[src/event_timer_params.svh]
// Register map, field positions and timing constants of the event timer.
// Assumes inclusion by bare name from the tick prescaler and event timer modules.
`ifndef EVENT_TIMER_PARAMS_SVH
`define EVENT_TIMER_PARAMS_SVH

`define ADDR_AUX_STATUS      6'h05
`define ADDR_COMMAND_CTRL    6'h09
`define ADDR_TIMER_COUNT     6'h0C
`define ADDR_TICK_DIV_CFG    6'h2A
`define ADDR_TICK_EVT_SEL    6'h2B
`define ADDR_COUNT_PRELOAD   6'h2C

`define BIT_COUNTING_FLAG    7
`define BIT_START_NOW        1
`define BIT_HALT_NOW         2
`define BIT_AUTO_RELOAD      5
`define FLD_DIV_EXP_HI       4
`define BIT_START_TX_FIRST   0
`define BIT_START_TX_LAST    1
`define BIT_HALT_RX_FIRST    2
`define BIT_HALT_RX_LAST     3

`define RST_TICK_DIV_CFG     8'h00
`define RST_TICK_EVT_SEL     8'h00
`define RST_COUNT_PRELOAD    8'h00
`define DIV_EXP_MAX          5'h15
`define DIV_CNT_W            21

`endif

[src/event_timer_pkg.sv]
// Types shared by the event timer modules.
// Assumes nothing beyond the params header.
package event_timer_pkg;
   typedef enum logic [0:0]
   {
      TIMER_IDLE = 1'b0,
      TIMER_RUN  = 1'b1
   } timer_state_t;
endpackage : event_timer_pkg

[src/tick_prescaler.sv]
// Power-of-two tick divider: one-cycle enable every 2^exp clocks.
// Assumes the exponent is held stable by the register file.
`timescale 1ns/10ps
`include "event_timer_params.svh"

module tick_prescaler
   import event_timer_pkg::*;
#(
   parameter int CNT_W = `DIV_CNT_W
)
(
   input  wire logic       clk_sys,
   input  wire logic       rst_n,
   input  wire logic       restart,
   input  wire logic [4:0] divExp,
   output logic            tick
);
   logic [CNT_W-1:0] div_reg;
   logic [CNT_W-1:0] div_next;
   logic [CNT_W-1:0] divMask;
   logic [4:0]       expClamped;

   always_comb
   begin
      // Exponents above the limit are clamped to the slowest rate
      expClamped = (divExp > `DIV_EXP_MAX) ? `DIV_EXP_MAX : divExp;
      divMask    = CNT_W'((64'h1 << expClamped) - 64'h1);
      tick       = ((div_reg & divMask) == divMask);
      div_next   = restart ? '0 : div_reg + CNT_W'(1);
   end

   always_ff @(posedge clk_sys or negedge rst_n)
   begin
      if (!rst_n)
         div_reg <= '0;
      else
         div_reg <= div_next;
   end
endmodule : tick_prescaler

[src/event_timer.sv]
// Event timer: 8-bit down counter with prescaler, start/stop events and irq flag.
// Assumes event strobes are single-cycle pulses on clk_sys; register port is
// a simple synchronous address/strobe port at the documented offsets.
//
// How it works
// - Running with nonzero count, decrement once per tick.
// - Auto reload loads preload on the tick where count is one.
// - Enabled tx events or software start copy preload into the counter.
// - Every start event without a stop event in the same cycle retriggers, even while already running.
// - Enabled rx events, expiry without reload, or software stop halt counting.
// - Preload or configuration writes never touch the running count.
// - Software stop never sets the expiry flag.
// - Reaching zero without a stop event raises the expiry flag.
// - Receive-side stop before expiry raises no flag.
// - Tick is clock divided by two to the exponent, zero to 21.
// - Start sets the counting flag, stop clears it.
// - Count readback follows the counter every tick while running.
// - With auto reload, one flag per period, reloading every time.
// - Flag sets on one-to-zero, or one-to-preload with auto reload.
// - Flag ANDed with its enable feeds the shared interrupt OR.
`timescale 1ns/10ps
`include "event_timer_params.svh"

module event_timer
   import event_timer_pkg::*;
(
   input  wire logic       clk_sys,
   input  wire logic       rst_n,
   input  wire logic [5:0] regAddr,
   input  wire logic       regWrite,
   input  wire logic       regRead,
   input  wire logic [7:0] regWdata,
   output logic      [7:0] regRdata,
   input  wire logic       tx_first_bit_evt,
   input  wire logic       tx_last_bit_evt,
   input  wire logic       rx_first_bit_evt,
   input  wire logic       rx_last_bit_evt,
   input  wire logic       irqClear,
   input  wire logic       timerIrqEn,
   input  wire logic       otherIrqs,
   output logic            count_expired_irq,
   output logic            irqOut
);
   timer_state_t state_reg;
   timer_state_t state_next;
   logic [7:0]   count_reg;
   logic [7:0]   count_next;
   logic [7:0]   divCfg_reg;
   logic [7:0]   divCfg_next;
   logic [7:0]   evtSel_reg;
   logic [7:0]   evtSel_next;
   logic [7:0]   preload_reg;
   logic [7:0]   preload_next;
   logic         irq_reg;
   logic         irq_next;
   logic [7:0]   rdata_reg;
   logic [7:0]   rdata_next;
   logic         tick;
   logic         startEvt;
   logic         haltEvt;
   logic         swStart;
   logic         swHalt;
   logic         autoReload;
   logic         expire;
   logic [3:0]   evtIn;
   logic [3:0]   evtHit;

   function automatic logic hit(input logic [5:0] a, input logic [5:0] target);
      hit = (a == target);
   endfunction : hit

   tick_prescaler #(
      .CNT_W (`DIV_CNT_W)
   ) u_prescaler (
      .clk_sys (clk_sys),
      .rst_n   (rst_n),
      .restart (startEvt),
      .divExp  (divCfg_reg[`FLD_DIV_EXP_HI:0]),
      .tick    (tick)
   );

   // Event pins in the same bit order as the event select register
   assign evtIn = {rx_last_bit_evt, rx_first_bit_evt, tx_last_bit_evt, tx_first_bit_evt};

   generate
      for (genvar i = 0; i < 4; i++)
      begin : g_evt_gate
         assign evtHit[i] = evtIn[i] && evtSel_reg[i];
      end
   endgenerate

   always_comb
   begin
      autoReload = divCfg_reg[`BIT_AUTO_RELOAD];
      // Strobes exist only in the write cycle, nothing stays latched
      swStart = regWrite && hit(regAddr, `ADDR_COMMAND_CTRL)
                && regWdata[`BIT_START_NOW];
      swHalt  = regWrite && hit(regAddr, `ADDR_COMMAND_CTRL)
                && regWdata[`BIT_HALT_NOW];
      startEvt = swStart
                 || evtHit[`BIT_START_TX_FIRST]
                 || evtHit[`BIT_START_TX_LAST];
      haltEvt  = swHalt
                 || evtHit[`BIT_HALT_RX_FIRST]
                 || evtHit[`BIT_HALT_RX_LAST];
      // Expiry only counts if no stop or start event lands in the same cycle
      expire = (state_reg == TIMER_RUN) && tick && (count_reg == 8'h01)
               && !haltEvt && !startEvt;
   end

   always_comb
   begin
      state_next = state_reg;
      count_next = count_reg;
      unique case (state_reg)
         TIMER_IDLE:
         begin
            if (startEvt && !haltEvt)
            begin
               state_next = TIMER_RUN;
               count_next = preload_reg;
            end
         end
         TIMER_RUN:
         begin
            if (haltEvt)
               state_next = TIMER_IDLE;
            else if (startEvt)
               count_next = preload_reg;
            else if (tick)
            begin
               if (count_reg == 8'h01 && autoReload)
                  count_next = preload_reg;
               else if (count_reg == 8'h01)
               begin
                  count_next = 8'h00;
                  state_next = TIMER_IDLE;
               end
               else if (count_reg != 8'h00)
                  count_next = count_reg - 8'h01;
               else
                  state_next = TIMER_IDLE;
            end
         end
      endcase
   end

   always_ff @(posedge clk_sys or negedge rst_n)
   begin
      if (!rst_n)
      begin
         state_reg <= TIMER_IDLE;
         count_reg <= 8'h00;
      end
      else
      begin
         state_reg <= state_next;
         count_reg <= count_next;
      end
   end

   always_comb
   begin
      // Config writes only reach the registers, never the count
      divCfg_next  = divCfg_reg;
      evtSel_next  = evtSel_reg;
      preload_next = preload_reg;
      if (regWrite)
      begin
         if (hit(regAddr, `ADDR_TICK_DIV_CFG))
            divCfg_next = {2'b00, regWdata[5:0]};
         if (hit(regAddr, `ADDR_TICK_EVT_SEL))
            evtSel_next = {4'h0, regWdata[3:0]};
         if (hit(regAddr, `ADDR_COUNT_PRELOAD))
            preload_next = regWdata;
      end
   end

   always_ff @(posedge clk_sys or negedge rst_n)
   begin
      if (!rst_n)
      begin
         divCfg_reg  <= `RST_TICK_DIV_CFG;
         evtSel_reg  <= `RST_TICK_EVT_SEL;
         preload_reg <= `RST_COUNT_PRELOAD;
      end
      else
      begin
         divCfg_reg  <= divCfg_next;
         evtSel_reg  <= evtSel_next;
         preload_reg <= preload_next;
      end
   end

   always_comb
   begin
      // Set wins over a clear in the same cycle
      irq_next = expire ? 1'b1 : (irqClear ? 1'b0 : irq_reg);
   end

   always_ff @(posedge clk_sys or negedge rst_n)
   begin
      if (!rst_n)
         irq_reg <= 1'b0;
      else
         irq_reg <= irq_next;
   end

   always_comb
   begin
      rdata_next = rdata_reg;
      if (regRead)
      begin
         if (hit(regAddr, `ADDR_AUX_STATUS))
            rdata_next = {(state_reg == TIMER_RUN), 7'h00};
         else if (hit(regAddr, `ADDR_TIMER_COUNT))
            rdata_next = count_reg;
         else if (hit(regAddr, `ADDR_TICK_DIV_CFG))
            rdata_next = divCfg_reg;
         else if (hit(regAddr, `ADDR_TICK_EVT_SEL))
            rdata_next = evtSel_reg;
         else if (hit(regAddr, `ADDR_COUNT_PRELOAD))
            rdata_next = preload_reg;
         else
            rdata_next = 8'h00;
      end
   end

   always_ff @(posedge clk_sys or negedge rst_n)
   begin
      if (!rst_n)
         rdata_reg <= 8'h00;
      else
         rdata_reg <= rdata_next;
   end

   assign regRdata          = rdata_reg;
   assign count_expired_irq = irq_reg;
   assign irqOut            = (irq_reg && timerIrqEn) || otherIrqs;
endmodule : event_timer

[config.mk]
export PLATFORM = sky130hd
export DESIGN_NAME = event_timer
export DESIGN_NICKNAME = d
export VERILOG_FILES = /design/src/event_timer_pkg.sv /design/src/tick_prescaler.sv /design/src/event_timer.sv
export VERILOG_INCLUDE_DIRS = /design/src
export SDC_FILE = /design/constraint.sdc
export NUM_CORES = 1
export LEC_CHECK = 0
export ABC_AREA = 0
export ABC_CLOCK_PERIOD_IN_PS = 7200
export BUFFER_PORTS_ARGS = -buffer_cell sky130_fd_sc_hd__buf_4
export CAP_MARGIN = 20
export CORE_MARGIN = 2
export CORE_UTILIZATION = 60
export DETAILED_ROUTE_END_ITERATION = 16
export PLACE_DENSITY = 0.89
export SLEW_MARGIN = 15
export SYNTH_ARGS = -nofsm -noshare
export SYNTH_HDL_FRONTEND = slang
export SYNTH_SLANG_ARGS = --single-unit
[constraint.sdc]
create_clock -name clk_sys -period 7.2 [get_ports clk_sys]
set_input_delay 0.36 -clock clk_sys [delete_from_list [all_inputs] [get_ports clk_sys]]
set_output_delay 0.36 -clock clk_sys [all_outputs]
set_load 0.02 [all_outputs]
==> results of run 1 <==
per-layer routing:
metal	vias up	share of wire, %
met4	0	1.8
li1	1396	-
met1	1466	46
met5	-	0
met3	23	7.1
met2	149	45
placed cells by master, fill, tap and decap left out, drive strengths merged, types with 4 or more instances in the layout:
| cell | synthesis | routed |
|---|---|---|
| a21o | 6 | 6 |
| a21oi | 14 | 14 |
| a22o | 4 | 4 |
| a22oi | 4 | 4 |
| a32o | 5 | 5 |
| and2 | 4 | 4 |
| and3 | 7 | 7 |
| buf | 14 | 34 |
| clkbuf | 6 | 12 |
| dfrtp | 57 | 57 |
| ha | 4 | 4 |
| inv | 10 | 10 |
| mux2 | 17 | 17 |
| mux2i | 14 | 14 |
| nand2 | 37 | 37 |
| nand3 | 12 | 12 |
| nand4 | 6 | 6 |
| nor2 | 45 | 45 |
| nor3 | 6 | 6 |
| o21a | 5 | 5 |
| o21ai | 19 | 19 |
| o221ai | 5 | 5 |
| xnor2 | 9 | 9 |
| xor2 | 10 | 10 |
worst max-delay path by stage:
stage,start,endpoint,slack [ns],cells after the start
2_1_floorplan,divCfg_reg[2],count_reg[4],4.26,13
5_1_grt,divCfg_reg[1],count_reg[7],3.01,11
3_3_place_gp,divCfg_reg[1],count_reg[7],3.57,11
4_1_cts,divCfg_reg[1],count_reg[7],3.45,11
6_report,divCfg_reg[1],count_reg[7],3.40,11
3_5_place_dp,divCfg_reg[1],count_reg[7],3.46,11
cell usage after synthesis, types with 4 or more instances:
cell type,number
and3_1,7
o21ai_0,15
a22o_1,4
clkbuf_1,6
a22oi_1,4
xor2_1,10
o21ai_1,4
mux2_2,17
a21oi_1,14
nand3_1,11
nor2_1,43
a32o_1,5
nand4_1,6
buf_2,6
a21o_1,6
mux2i_1,14
xnor2_1,9
o221ai_1,5
o21a_1,5
inv_1,9
and2_1,4
nor3_1,5
ha_1,4
nand2_1,37
dfrtp_1,57
where the power goes:
group          internal, mW  switching [mW]
combinational         0.146           0.184
clock                 0.149           0.124
sequential            0.391           0.121
worst max-delay path, cell delays in order (launching register included):
cell	delay [ns]
dfrtp_1	0.75
nor2_1	0.18
nand3_1	0.13
ha_1	0.55
nor2_1	0.16
a31o_2	0.28
a222oi_1	0.21
nand4_1	0.19
a2111oi_4	0.39
a32o_1	0.50
nand2_1	0.10
a22o_1	0.25
area by class of cell:
class / instances / area, um^2
sequential: 57 / 1430
timing repair buffer: 34 / 255
multi-input combinational: 281 / 1890
tap: 72 / 90.1
inverter: 10 / 37.5
clock inverter: 2 / 13.8
clock buffer: 12 / 165
fill: 427 / 1660
cells by family after synthesis:
group                    Yosys count  share of synthesized area [%]
adder cells (fa/ha/maj)            4                           1.44
flip-flops                        57                           41.0
XOR/XNOR                          19                           4.78
AND/OR/NAND/NOR                  138                           19.7
AO/OA/AOI/OAI                     89                           19.0
multiplexers                      31                           9.53
buffers and inverters             30                           4.64
through the flow:
| stage | setup WS (ns) | utilization (%) | hold slack, ns | power [mW] | instances |
|---|---|---|---|---|---|
| 4_1_cts | 3.45 | 70.1 | 0.102 | 1.11 | 468 |
| 3_5_place_dp | 3.46 | 66.8 | 0.463 | 0.829 | 454 |
| 3_3_place_gp | 3.57 | 66.8 | 0.452 | 0.816 | 454 |
| 5_1_grt | 3.01 | 70.1 | 0.140 | 1.18 | 468 |
| 2_1_floorplan | 4.26 | - | 0.0644 | 0.733 | 368 |
| 6_report | 3.40 | 70.1 | 0.0589 | 1.12 | 468 |
==> results by stage, run 1 <==
STA:
- Timing would allow up to 263 MHz.
- The aggregate negative setup slack is 0 ns.
- The relative slew slack is 48.3%.
- Setup repair after global routing left no endpoint under its margin.
- The number of endpoints with negative hold slack in the final report is 0.
- The setup clock skew after layout is 0.00594 ns.
- The routed design could run at a clock period as short as 3.80 ns.
- For the pin with the worst max-slew slack, the measured transition is 0.774 ns.
- Setup violations remaining at the end of the flow were counted as 0.
- After layout, the worst path uses 52.8% of the clock period.
- The number of pins with negative max-slew slack in the final report was 0.

Die:
- For this design the top-level I/O count stands at 35.
- The initial cell density of the core is 62.8%.
- The die span in y is 80.2 um.
- The floorplan step defined a die boundary enclosing 6430 um^2.
- The floorplan row count is 27.
- After floorplanning, the core was sized to cover 5540 um^2.
- The width of the die is 80.2 um.

Finish:
- The design area is 3880 um^2.
- The number of antenna diodes in the final layout is 0.
- The signed area change from the synthesized netlist to the final layout is 11.5%.
- The number of flip-flops under the largest register name is 21.
- The share of post-route cells with drive strength above 1 is 18.9%.
- After the last flow step, the layout net total stands at 422.

Logic synthesis:
- The number of distinct library cells after synthesis is 64.
- By area the synthesized netlist is led by dfrtp_1 (41%), mux2_2 (5.5%), nor2_1 (4.6%).
- The number of enable flip-flop cells after synthesis is 0.
- In this run, synthesis produced a sequential element count of 57.
- The post-synthesis async set-or-reset flop share is 100%.
- The synthesized instance count is 368.
- Of the synthesized area, sequential elements account for 41.0%.
- The most area-hungry cell type in the Yosys netlist is dfrtp_1.
- The area share of the leading cell type in the synthesized netlist is 41.0%.
- A synthesized cell averages 9.46 um^2.
- The number of nets handed over by synthesis was 397.
- Among all flip-flop cells after synthesis, the most frequent one is dfrtp_1.
- The total of warnings raised by yosys is 0.
- The area of the mapped netlist is 3480 um^2.

Power:
- The leakage power is 1.68 nW.
- IR analysis of the VDD net gives a maximum drop of 0.000176 V.
- In this run the power density over the cells is 287 nW/um^2.

CTS:
- Counting the buffers created by CTS gives 9.
- Clock-pin slew was measured on the worst setup and hold paths at 0.06 ns.
- CTS built an H-tree with a depth of 3.
- For the worst-skew pair, the clock arrives at the later sink with an insertion delay of 0.34 ns.
- The tree built by TritonCTS fans out to 57 sinks.
- The count of buffers added by post-CTS timing repair for setup is 0.
- For this design, the CTS-stage hold fixing added 0 buffers.
- The CTS root buffer is clkbuf_8.
- In this run the deepest clock path goes through 2 buffers.
- Gates resized during post-CTS repair numbered 0.
- The TritonCTS clock tree is built.

Critical path:
- The worst register-to-register path has a depth of 11.
- Along the worst path, the maximum fanout reaches 21.
- The startpoint-to-endpoint class of the critical path is reg -> reg.
- The startpoint identified for the worst register-to-register timing path is divCfg_reg[1].
- The category of the worst setup path launch point is a flop.
- At the worst endpoint, the arrival time is 4.03 ns.
- The endpoint required time on the critical path is 7.43 ns.
- STA classifies the critical path endpoint as a flop.
- The end of the worst register-to-register path is count_reg[7].
- The setup check on the worst reg-to-reg path leaves a slack of 3.40 ns.

Placed design:
- The total half-perimeter wirelength after legalization and detailed placement is 6090 um.
- The quantity of I/O buffers inserted on ports is 34.
- The post-placement cell area is 3700 um^2.
- The placer congestion estimate is 0.967.

Routing:
- Summing over every cut layer, the via total after detailed routing is 3034.
- The first TritonRoute pass finished after 5 iterations.
- The remaining antenna violation count is 0.
- Using the TritonRoute via totals, the vias-per-cell ratio works out to 6.48.
- Dividing the detail-routed wire length by the instance count gives 18.4 um.
- The detailed router finished its first iteration with 436 violations.
- For this run, design rule violations remaining after detail routing come to 0.
- The routed design has 8610 um of wire.

GRT:
- The met1 track demand over resource is 41.7%.
- The initial antenna violation count is 0.
- The via count of the first global-routing pass is 2836.
- For this run the aggregate overflow at the end of global routing stands at 0.
- The layer flagged by global routing as most heavily used is met2.
- The met2 usage is 43.0%.
- The all-layer global routing usage is 29.0%.
- The first global-routing pass estimated 14300 um of wire.
- Entering global routing, the biggest net connects 58 pins.
- The met3 usage is 6.18%.

Job:
- Max-cap violations in this run came to 0.

Hold path:
- The min-delay analysis places its worst path in the category in -> async.

Outcome:
- The flow ran to the end, and the final reports show no timing, DRC or antenna violations.
(Power assumes the default switching activity.)
==> run 2, diff against run 1 <==
ABC_CLOCK_PERIOD_IN_PS = 3760   (was 7200)
CORE_UTILIZATION = 59   (was 60)
PLACE_DENSITY = 0.88   (was 0.89)
clock period = 3.76 ns   (was 7.2 ns; I/O delays follow)
==> run 2 against run 1 <==
Combinational power up 110%. Critical path type unchanged. Largest cell class unchanged. Clock skew up 0.0024 ns. First-iteration DRC count down 27%.
==> results by stage, run 2 (synthesis results as in run 1) <==
Critical path:
- The sort of element at the end of the critical path is a flop.
- The worst path arrival time is 3.56 ns (-0.47 ns).
- The critical path goes through nor2_1 > nand3_1 > ha_1 > nor3b_1 > a31o_2 > a222oi_1 > nand4_1 > a2111oi_4 > a41oi_2 > a211o_1 > a22o_1.
- The cell at the slowest stage of the critical path is dfrtp_1.
- The count of buffering cells on the critical path with inverters included came to 0 (unchanged).
- The startpoint-to-endpoint class of the critical path is reg -> reg.
- The category of the worst setup path launch point is a flop.
- The highest fanout seen on the critical path is 12 (-43%).
- The endpoint required time on the critical path is 3.99 ns (-3.44 ns).
- Tracing the worst setup path back leads to its startpoint at divCfg_reg[1].
- The dominant delay contributor by cell family on the critical path is compound AO/OA/AOI/OAI gates.
- The launch instance of the worst register-to-register path is divCfg_reg[1].
- The longest individual stage delay on the worst path is 0.51 ns (-0.24 ns).

Finish:
- The fill cell instance count of the final layout is 427 (unchanged).
- The library cell used most frequently in the layout, excluding fill and tap cells, is dfrtp_1.
- The register area came to 1430 um^2 (unchanged).
- The share of post-route cells with drive strength above 1 was 20.8% (+1.9 points).
- The area of combinational cells with multiple inputs is 1890 um^2 (unchanged).
- The signed area change from the synthesized netlist to the final layout is 15.9%.
- The number of flip-flops under the largest register name is 21 (unchanged).
- In the layout the commonest cells are dfrtp_1 (57), nor2_1 (43), buf_4 (43).
- The number of antenna repair diodes was 0 (unchanged).
- The total number of nets in the final design was 432 (+2.4%).

CTS:
- The count of H-tree levels built during CTS is 3 (unchanged).
- The number of gates resized after cts is 0 (unchanged).
- The clock transition time at the flip-flop clock pins of the worst setup and hold paths is 0.07 ns (about the same).
- The TritonCTS clock tree is built.
- The count of buffers added by post-CTS timing repair for setup is 0 (unchanged).
- The clock sink count is 57 (unchanged).
- The maximum count of clock buffers along a single path came to 2 (unchanged).
- The number of buffers added by the clock tree synthesis step is 9 (unchanged).
- The CTS root buffer is clkbuf_8.
- The clock latency reported for the late side of the worst-skew pair was 0.34 ns (about the same).

Die:
- The initial cell density of the core is 62.1% (-0.76 points).
- The width of the die was 80.8 um (+0.80%).
- The die span in y came to 80.8 um (+0.80%).
- The total core area is 5610 um^2 (+1.2%).
- The number of primary I/O pins was 35 (unchanged).
- The floorplan row count came to 27 (unchanged).
- The area enclosed by the die boundary came to 6530 um^2 (+1.6%).

Hold path:
- The path class of the lowest-slack min-delay path is in -> reg.
- The launch instance of the worst min-delay path is regWdata[7].

STA:
- Setup repair after global routing left no endpoint under its margin.
- The setup clock skew after layout is 0.00834 ns (+0.00241 ns).
- The number of endpoints with negative hold slack in the final report came to 0 (unchanged).
- The relative slew slack is 43.1% (-5.2 points).
- The final critical path time including I/O delays and setup was 3.33 ns (-0.470 ns).
- The fraction of the cycle the final worst path needs came to 88.5% (+36 points).
- The number of pins with negative max-slew slack in the final report is 0 (unchanged).
- The aggregate negative setup slack is 0 ns (unchanged).
- The slew at the pin with the worst max-slew slack is 0.845 ns (+0.0714 ns).
- The final setup violation count is 0 (unchanged).
- The maximum clock rate came to 300 MHz (+14%).

Routing:
- The via count normalized by instance count is 6.38 (-1.6%).
- The routed wire length came to 9170 um (+6.5%).
- The remaining antenna violation count was 0 (unchanged).
- The total via count after detailed routing was 3063 (+0.96%).
- The post-detailed-route wirelength per cell is 19.1 um (+3.8%).
- The count of unresolved DRC violations after routing was 0 (unchanged).
- The first-pass iteration count of the detailed router is 5 (unchanged).
- The number of design-rule violations left by the first detailed-router iteration is 317 (-27%).

Power:
- The leakage power came to 1.76 nW (+4.8%).
- The overall power of the completed layout is 2.37 mW (+110%).
- The ratio of total power to cell area was 588 nW/um^2 (+100%).
- The maximum vdd drop is 0.000361 V (+100%).

Placed design:
- The total half-perimeter wirelength after legalization and detailed placement is 6630 um (+8.8%).
- The placer congestion estimate came to 0.970 (+0.31%).
- The quantity of I/O buffers inserted on ports is 34 (unchanged).

GRT:
- The all-layer global routing usage is 31.2% (+2.2 points).
- The maximum number of pins on one net before global-route repair is 58 (unchanged).
- The initial antenna violation count is 0 (unchanged).
- The total grt overflow came to 0 (unchanged).
- The first-pass GRT wire length came to 15200 um (+6.6%).
- The via count of the first global-routing pass was 2975 (+4.9%).

Job:
- The number of max-cap violations came to 0 (unchanged).

Outcome:
- The run finished with clean final reports.
run 2: changes by cell type in the layout (fill, tap and decap cells not counted):
cell and change:
dlygate4sd3_1 +1, clkbuf_1 +1, bufinv_16 +3, buf_4 +9, clkinv_2 -1, clkbuf_8 -1
run 2: layout make-up:
| cell class | count | share of cell area, % |
|---|---|---|
| tap | 72 | 2.23 |
| clock buffer | 12 | 3.85 |
| inverter | 10 | 0.931 |
| clock inverter | 4 | 2.45 |
| sequential | 57 | 35.4 |
| multi-input combinational | 281 | 46.9 |
| timing repair buffer | 44 | 8.25 |
run 2: metrics by stage:
step	util (%)	cell area [um^2]	worst slack (ns)	instances	hold WS [ns]
finish	71.9	4030	0.431	480	0.0777
global route	71.9	4030	0.229	480	0.0775
CTS	71.9	4030	0.483	480	0.0742
detailed placement	67.2	3770	0.495	463	0.293
global placement	67.2	3770	0.603	463	0.288
floorplan	-	3480	0.824	368	-0.108
run 2: worst paths after layout:
path,to,slack [ns],depth (start not counted)
max reg2reg,count_reg[4],0.43,11
max in group asynchronous,count_reg[2],2.83,2
min in group asynchronous,u_prescaler.div_reg[20],0.45,2
max,count_reg[4],0.43,11
min,preload_reg[7],0.08,2
min reg2reg,regRdata[3],0.48,1
run 2: timing repair:
action	CTS	global route
endpoints found under the hold margin	57	0
setup endpoints to repair	0	0
hold buffers	1	0
run 2: where the power goes:
part           internal (mW)  leakage [nW]  switching, mW  total (mW)
clock network          0.478         0.127          0.252       0.730
registers              0.749         0.727          0.204       0.953
logic                  0.297         0.910          0.393       0.690
total                   1.52          1.76          0.848        2.37
run 2: per-layer routing:
metal	global-route usage, %	up-vias	wire (um)
li1	-	1417	-
met1	45.7	1487	4130
met2	46.0	133	4090
met3	5.67	26	729
met4	12.7	0	216
met5	0	-	0
run 2: worst register-to-register path: stages, from the launching register on:
cell and delay (ns):
dfrtp_1 0.51, nor2_1 0.27, nand3_1 0.14, ha_1 0.31, nor3b_1 0.18, a31o_2 0.23
a222oi_1 0.26, nand4_1 0.21, a2111oi_4 0.37, a41oi_2 0.21, a211o_1 0.31, a22o_1 0.23
==> run 3, diff against run 2 <==
CORE_UTILIZATION = 30   (was 59)
PLACE_DENSITY = 0.54   (was 0.88)
==> run 3 against run 2 <==
Core utilization shrank 35 points. Sequential share of layout area shrank 1.2 points. Combinational power shrank 3%. Global-route usage shrank 16 points.
==> results by stage, run 3 (synthesis results as in run 1) <==
Outcome:
- The flow ran to the end, and the final reports show no timing, DRC or antenna violations.

Die:
- The number of primary I/O pins is 35 (unchanged).
- The width of the die is 112 um (+38%).
- The die span in y came to 112 um (+38%).
- The initial cell density of the core is 30.6% (-31 points).
- The floorplan row count came to 39 (+44%).
- The area enclosed by the die boundary is 12500 um^2 (+91%).
- The total core area is 11400 um^2 (+100%).

Finish:
- The area of combinational cells with multiple inputs is 1890 um^2 (unchanged).
- The number of antenna repair diodes came to 0 (unchanged).
- In the layout the commonest cells are dfrtp_1 (57), nor2_1 (43), buf_4 (42).
- The most common cell after layout, fill and taps aside is dfrtp_1.
- The number of flip-flops under the largest register name is 21 (unchanged).
- The register area is 1430 um^2 (unchanged).
- The final cell utilization of the core is 36.7% (-35 points).
- The design area is 4170 um^2 (+3.4%).
- The number of standard cells in the layout, taps in and fillers out was 549 (+14%).
- Compared with the post-synthesis result, the final layout area differs by 19.9%.
- The share of post-route cells with drive strength above 1 is 20.2% (-0.64 points).
- The total number of nets in the final design is 431 (-0.23%).
- The fill cell instance count of the final layout is 1163 (+170%).

Critical path:
- The worst path arrival time was 3.49 ns (-0.07 ns).
- The highest fanout seen on the critical path is 9 (-3).
- The startpoint-to-endpoint class of the critical path is reg -> reg.
- The endpoint required time on the critical path is 3.97 ns (-0.02 ns).
- The category of the worst setup path launch point is a flop.
- The depth of the worst register-to-register path is 11 (unchanged).
- The endpoint identified for the worst register-to-register timing path is count_reg[7].
- The setup slack of the worst register-to-register path is 0.48 ns (+0.05 ns).
- STA classifies the critical path endpoint as a flop.
- The launch instance of the worst register-to-register path is divCfg_reg[3].

STA:
- The final critical path time including I/O delays and setup is 3.28 ns (-0.0526 ns).
- The aggregate negative setup slack was 0 ns (unchanged).
- The final hold slack is 0.0954 ns (+0.0177 ns).
- The relative slew slack was 43.4% (+0.26 points).
- The fraction of the cycle the final worst path needs was 87.1% (-1.4 points).
- The number of pins with negative max-slew slack in the final report is 0 (unchanged).
- The setup clock skew after layout was 0.00737 ns (-0.000976 ns).
- Setup repair after global routing left no endpoint under its margin.
- The maximum clock rate is 305 MHz (+1.6%).
- The slew at the pin with the worst max-slew slack is 0.841 ns (-0.00383 ns).
- The number of endpoints with negative hold slack in the final report is 0 (unchanged).
- The final setup violation count is 0 (unchanged).
- The final critical-path setup slack came to 0.484 ns (+0.0526 ns).

Routing:
- The via count normalized by instance count was 5.39 (-16%).
- The number of design-rule violations left by the first detailed-router iteration is 171 (-46%).
- The first-pass iteration count of the detailed router is 4 (-1).
- The total via count after detailed routing is 2957 (-3.5%).
- The wire length the detailed router placed on met1 came to 4150 um (+0.44%).
- The remaining antenna violation count was 0 (unchanged).
- The met2 wirelength from detailed routing is 4510 um (+10%).
- The post-detailed-route wirelength per cell is 16.6 um (-13%).
- The detailed-routed wire length on met3 is 259 um (-64%).
- The uppermost signal routing layer after detailed routing is met4.
- The routed wire length is 9110 um (-0.59%).
- The count of unresolved DRC violations after routing is 0 (unchanged).

CTS:
- The maximum count of clock buffers along a single path was 2 (unchanged).
- The clock transition time at the flip-flop clock pins of the worst setup and hold paths is 0.05 ns (-0.02 ns).
- The number of hold buffers added after cts is 1 (unchanged).
- The TritonCTS clock tree is built.
- The count of buffers added by post-CTS timing repair for setup is 0 (unchanged).
- The number of buffers added by the clock tree synthesis step is 9 (unchanged).
- The number of gates resized after cts is 0 (unchanged).
- The count of H-tree levels built during CTS came to 3 (unchanged).
- The clock sink count is 57 (unchanged).
- The clock latency reported for the late side of the worst-skew pair came to 0.32 ns (-0.02 ns).
- The CTS root buffer is clkbuf_16.

Placed design:
- The post-placement cell area is 3850 um^2 (+2.2%).
- The placer congestion estimate is 0.950 (-2.0%).
- The number of placed instances, taps included is 533 (+15%).
- The worst slack at placement is 0.465 ns (-0.0308 ns).
- The total half-perimeter wirelength after legalization and detailed placement is 6870 um (+3.6%).
- The quantity of I/O buffers inserted on ports was 34 (unchanged).

Power:
- The leakage power is 1.79 nW (+1.2%).
- The maximum vdd drop is 0.000342 V (-5.1%).
- The ratio of total power to cell area was 594 nW/um^2 (+1.1%).
- The overall power of the completed layout came to 2.48 mW (+4.6%).

GRT:
- The initial antenna violation count is 0 (unchanged).
- The total grt overflow is 0 (unchanged).
- The via count of the first global-routing pass is 2999 (+0.81%).
- The first-pass GRT wire length is 15200 um (+0.14%).
- The all-layer global routing usage is 15.3% (-16 points).
- The maximum number of pins on one net before global-route repair is 58 (unchanged).

Hold path:
- The tightest min-delay check is of the in -> reg type.
- The worst hold path stage count was 2 (unchanged).
- The launch instance of the worst min-delay path is regWdata[6].
- The path with the worst hold slack has its endpoint at preload_reg[6].

Job:
- The number of max-cap violations is 0 (unchanged).
run 3: changes by cell type in the layout (fill, tap and decap cells not counted):
cell | before | now
buf_4 | 43 | 42
bufinv_16 | 3 | 2
clkbuf_1 | 1 | 2
clkbuf_16 | 0 | 9
clkbuf_8 | 11 | 1
clkinv_2 | 0 | 1
clkinv_4 | 1 | 0
run 3: final cells by class:
cell class	instances	share of cell area, %
clock buffers	12	5.91
clock inverters	3	1.56
inverters	10	0.900
multi-input cells	281	45.4
flip-flops and latches	57	34.2
well taps	143	4.29
repair buffers	43	7.80
run 3: power breakdown:
group	internal, mW	total, mW	switching, mW
combinational	0.295	0.670	0.375
sequential	0.751	0.951	0.200
clock	0.593	0.860	0.267
total	1.64	2.48	0.842
run 3: worst max path at each step:
stage | endpoint | slack (ns) | startpoint | cells after the start
2_1_floorplan | count_reg[4] | 0.82 | divCfg_reg[2] | 13
3_3_place_gp | count_reg[7] | 0.51 | divCfg_reg[4] | 11
3_5_place_dp | count_reg[7] | 0.46 | divCfg_reg[3] | 11
4_1_cts | count_reg[7] | 0.46 | divCfg_reg[3] | 11
5_1_grt | count_reg[5] | 0.16 | divCfg_reg[2] | 11
6_report | count_reg[7] | 0.48 | divCfg_reg[3] | 11
run 3: routing by layer:
layer | vias to the layer above | global-route usage, %
met1 | 1474 | 19.2
met3 | 14 | 3.65
met2 | 52 | 25.6
met4 | 0 | 5.51
li1 | 1417 | -
met5 | - | 0
run 3: worst max-delay path, cell delays in order (launching register included):
cell and delay [ns]:
dfrtp_1 0.48, nor2_4 0.25, nand3_2 0.11, ha_1 0.28, nor3b_1 0.16, a31o_2 0.21
a222oi_1 0.27, nand4_1 0.22, a2111oi_4 0.38, a32o_1 0.47, nand2_1 0.09, a22o_1 0.24
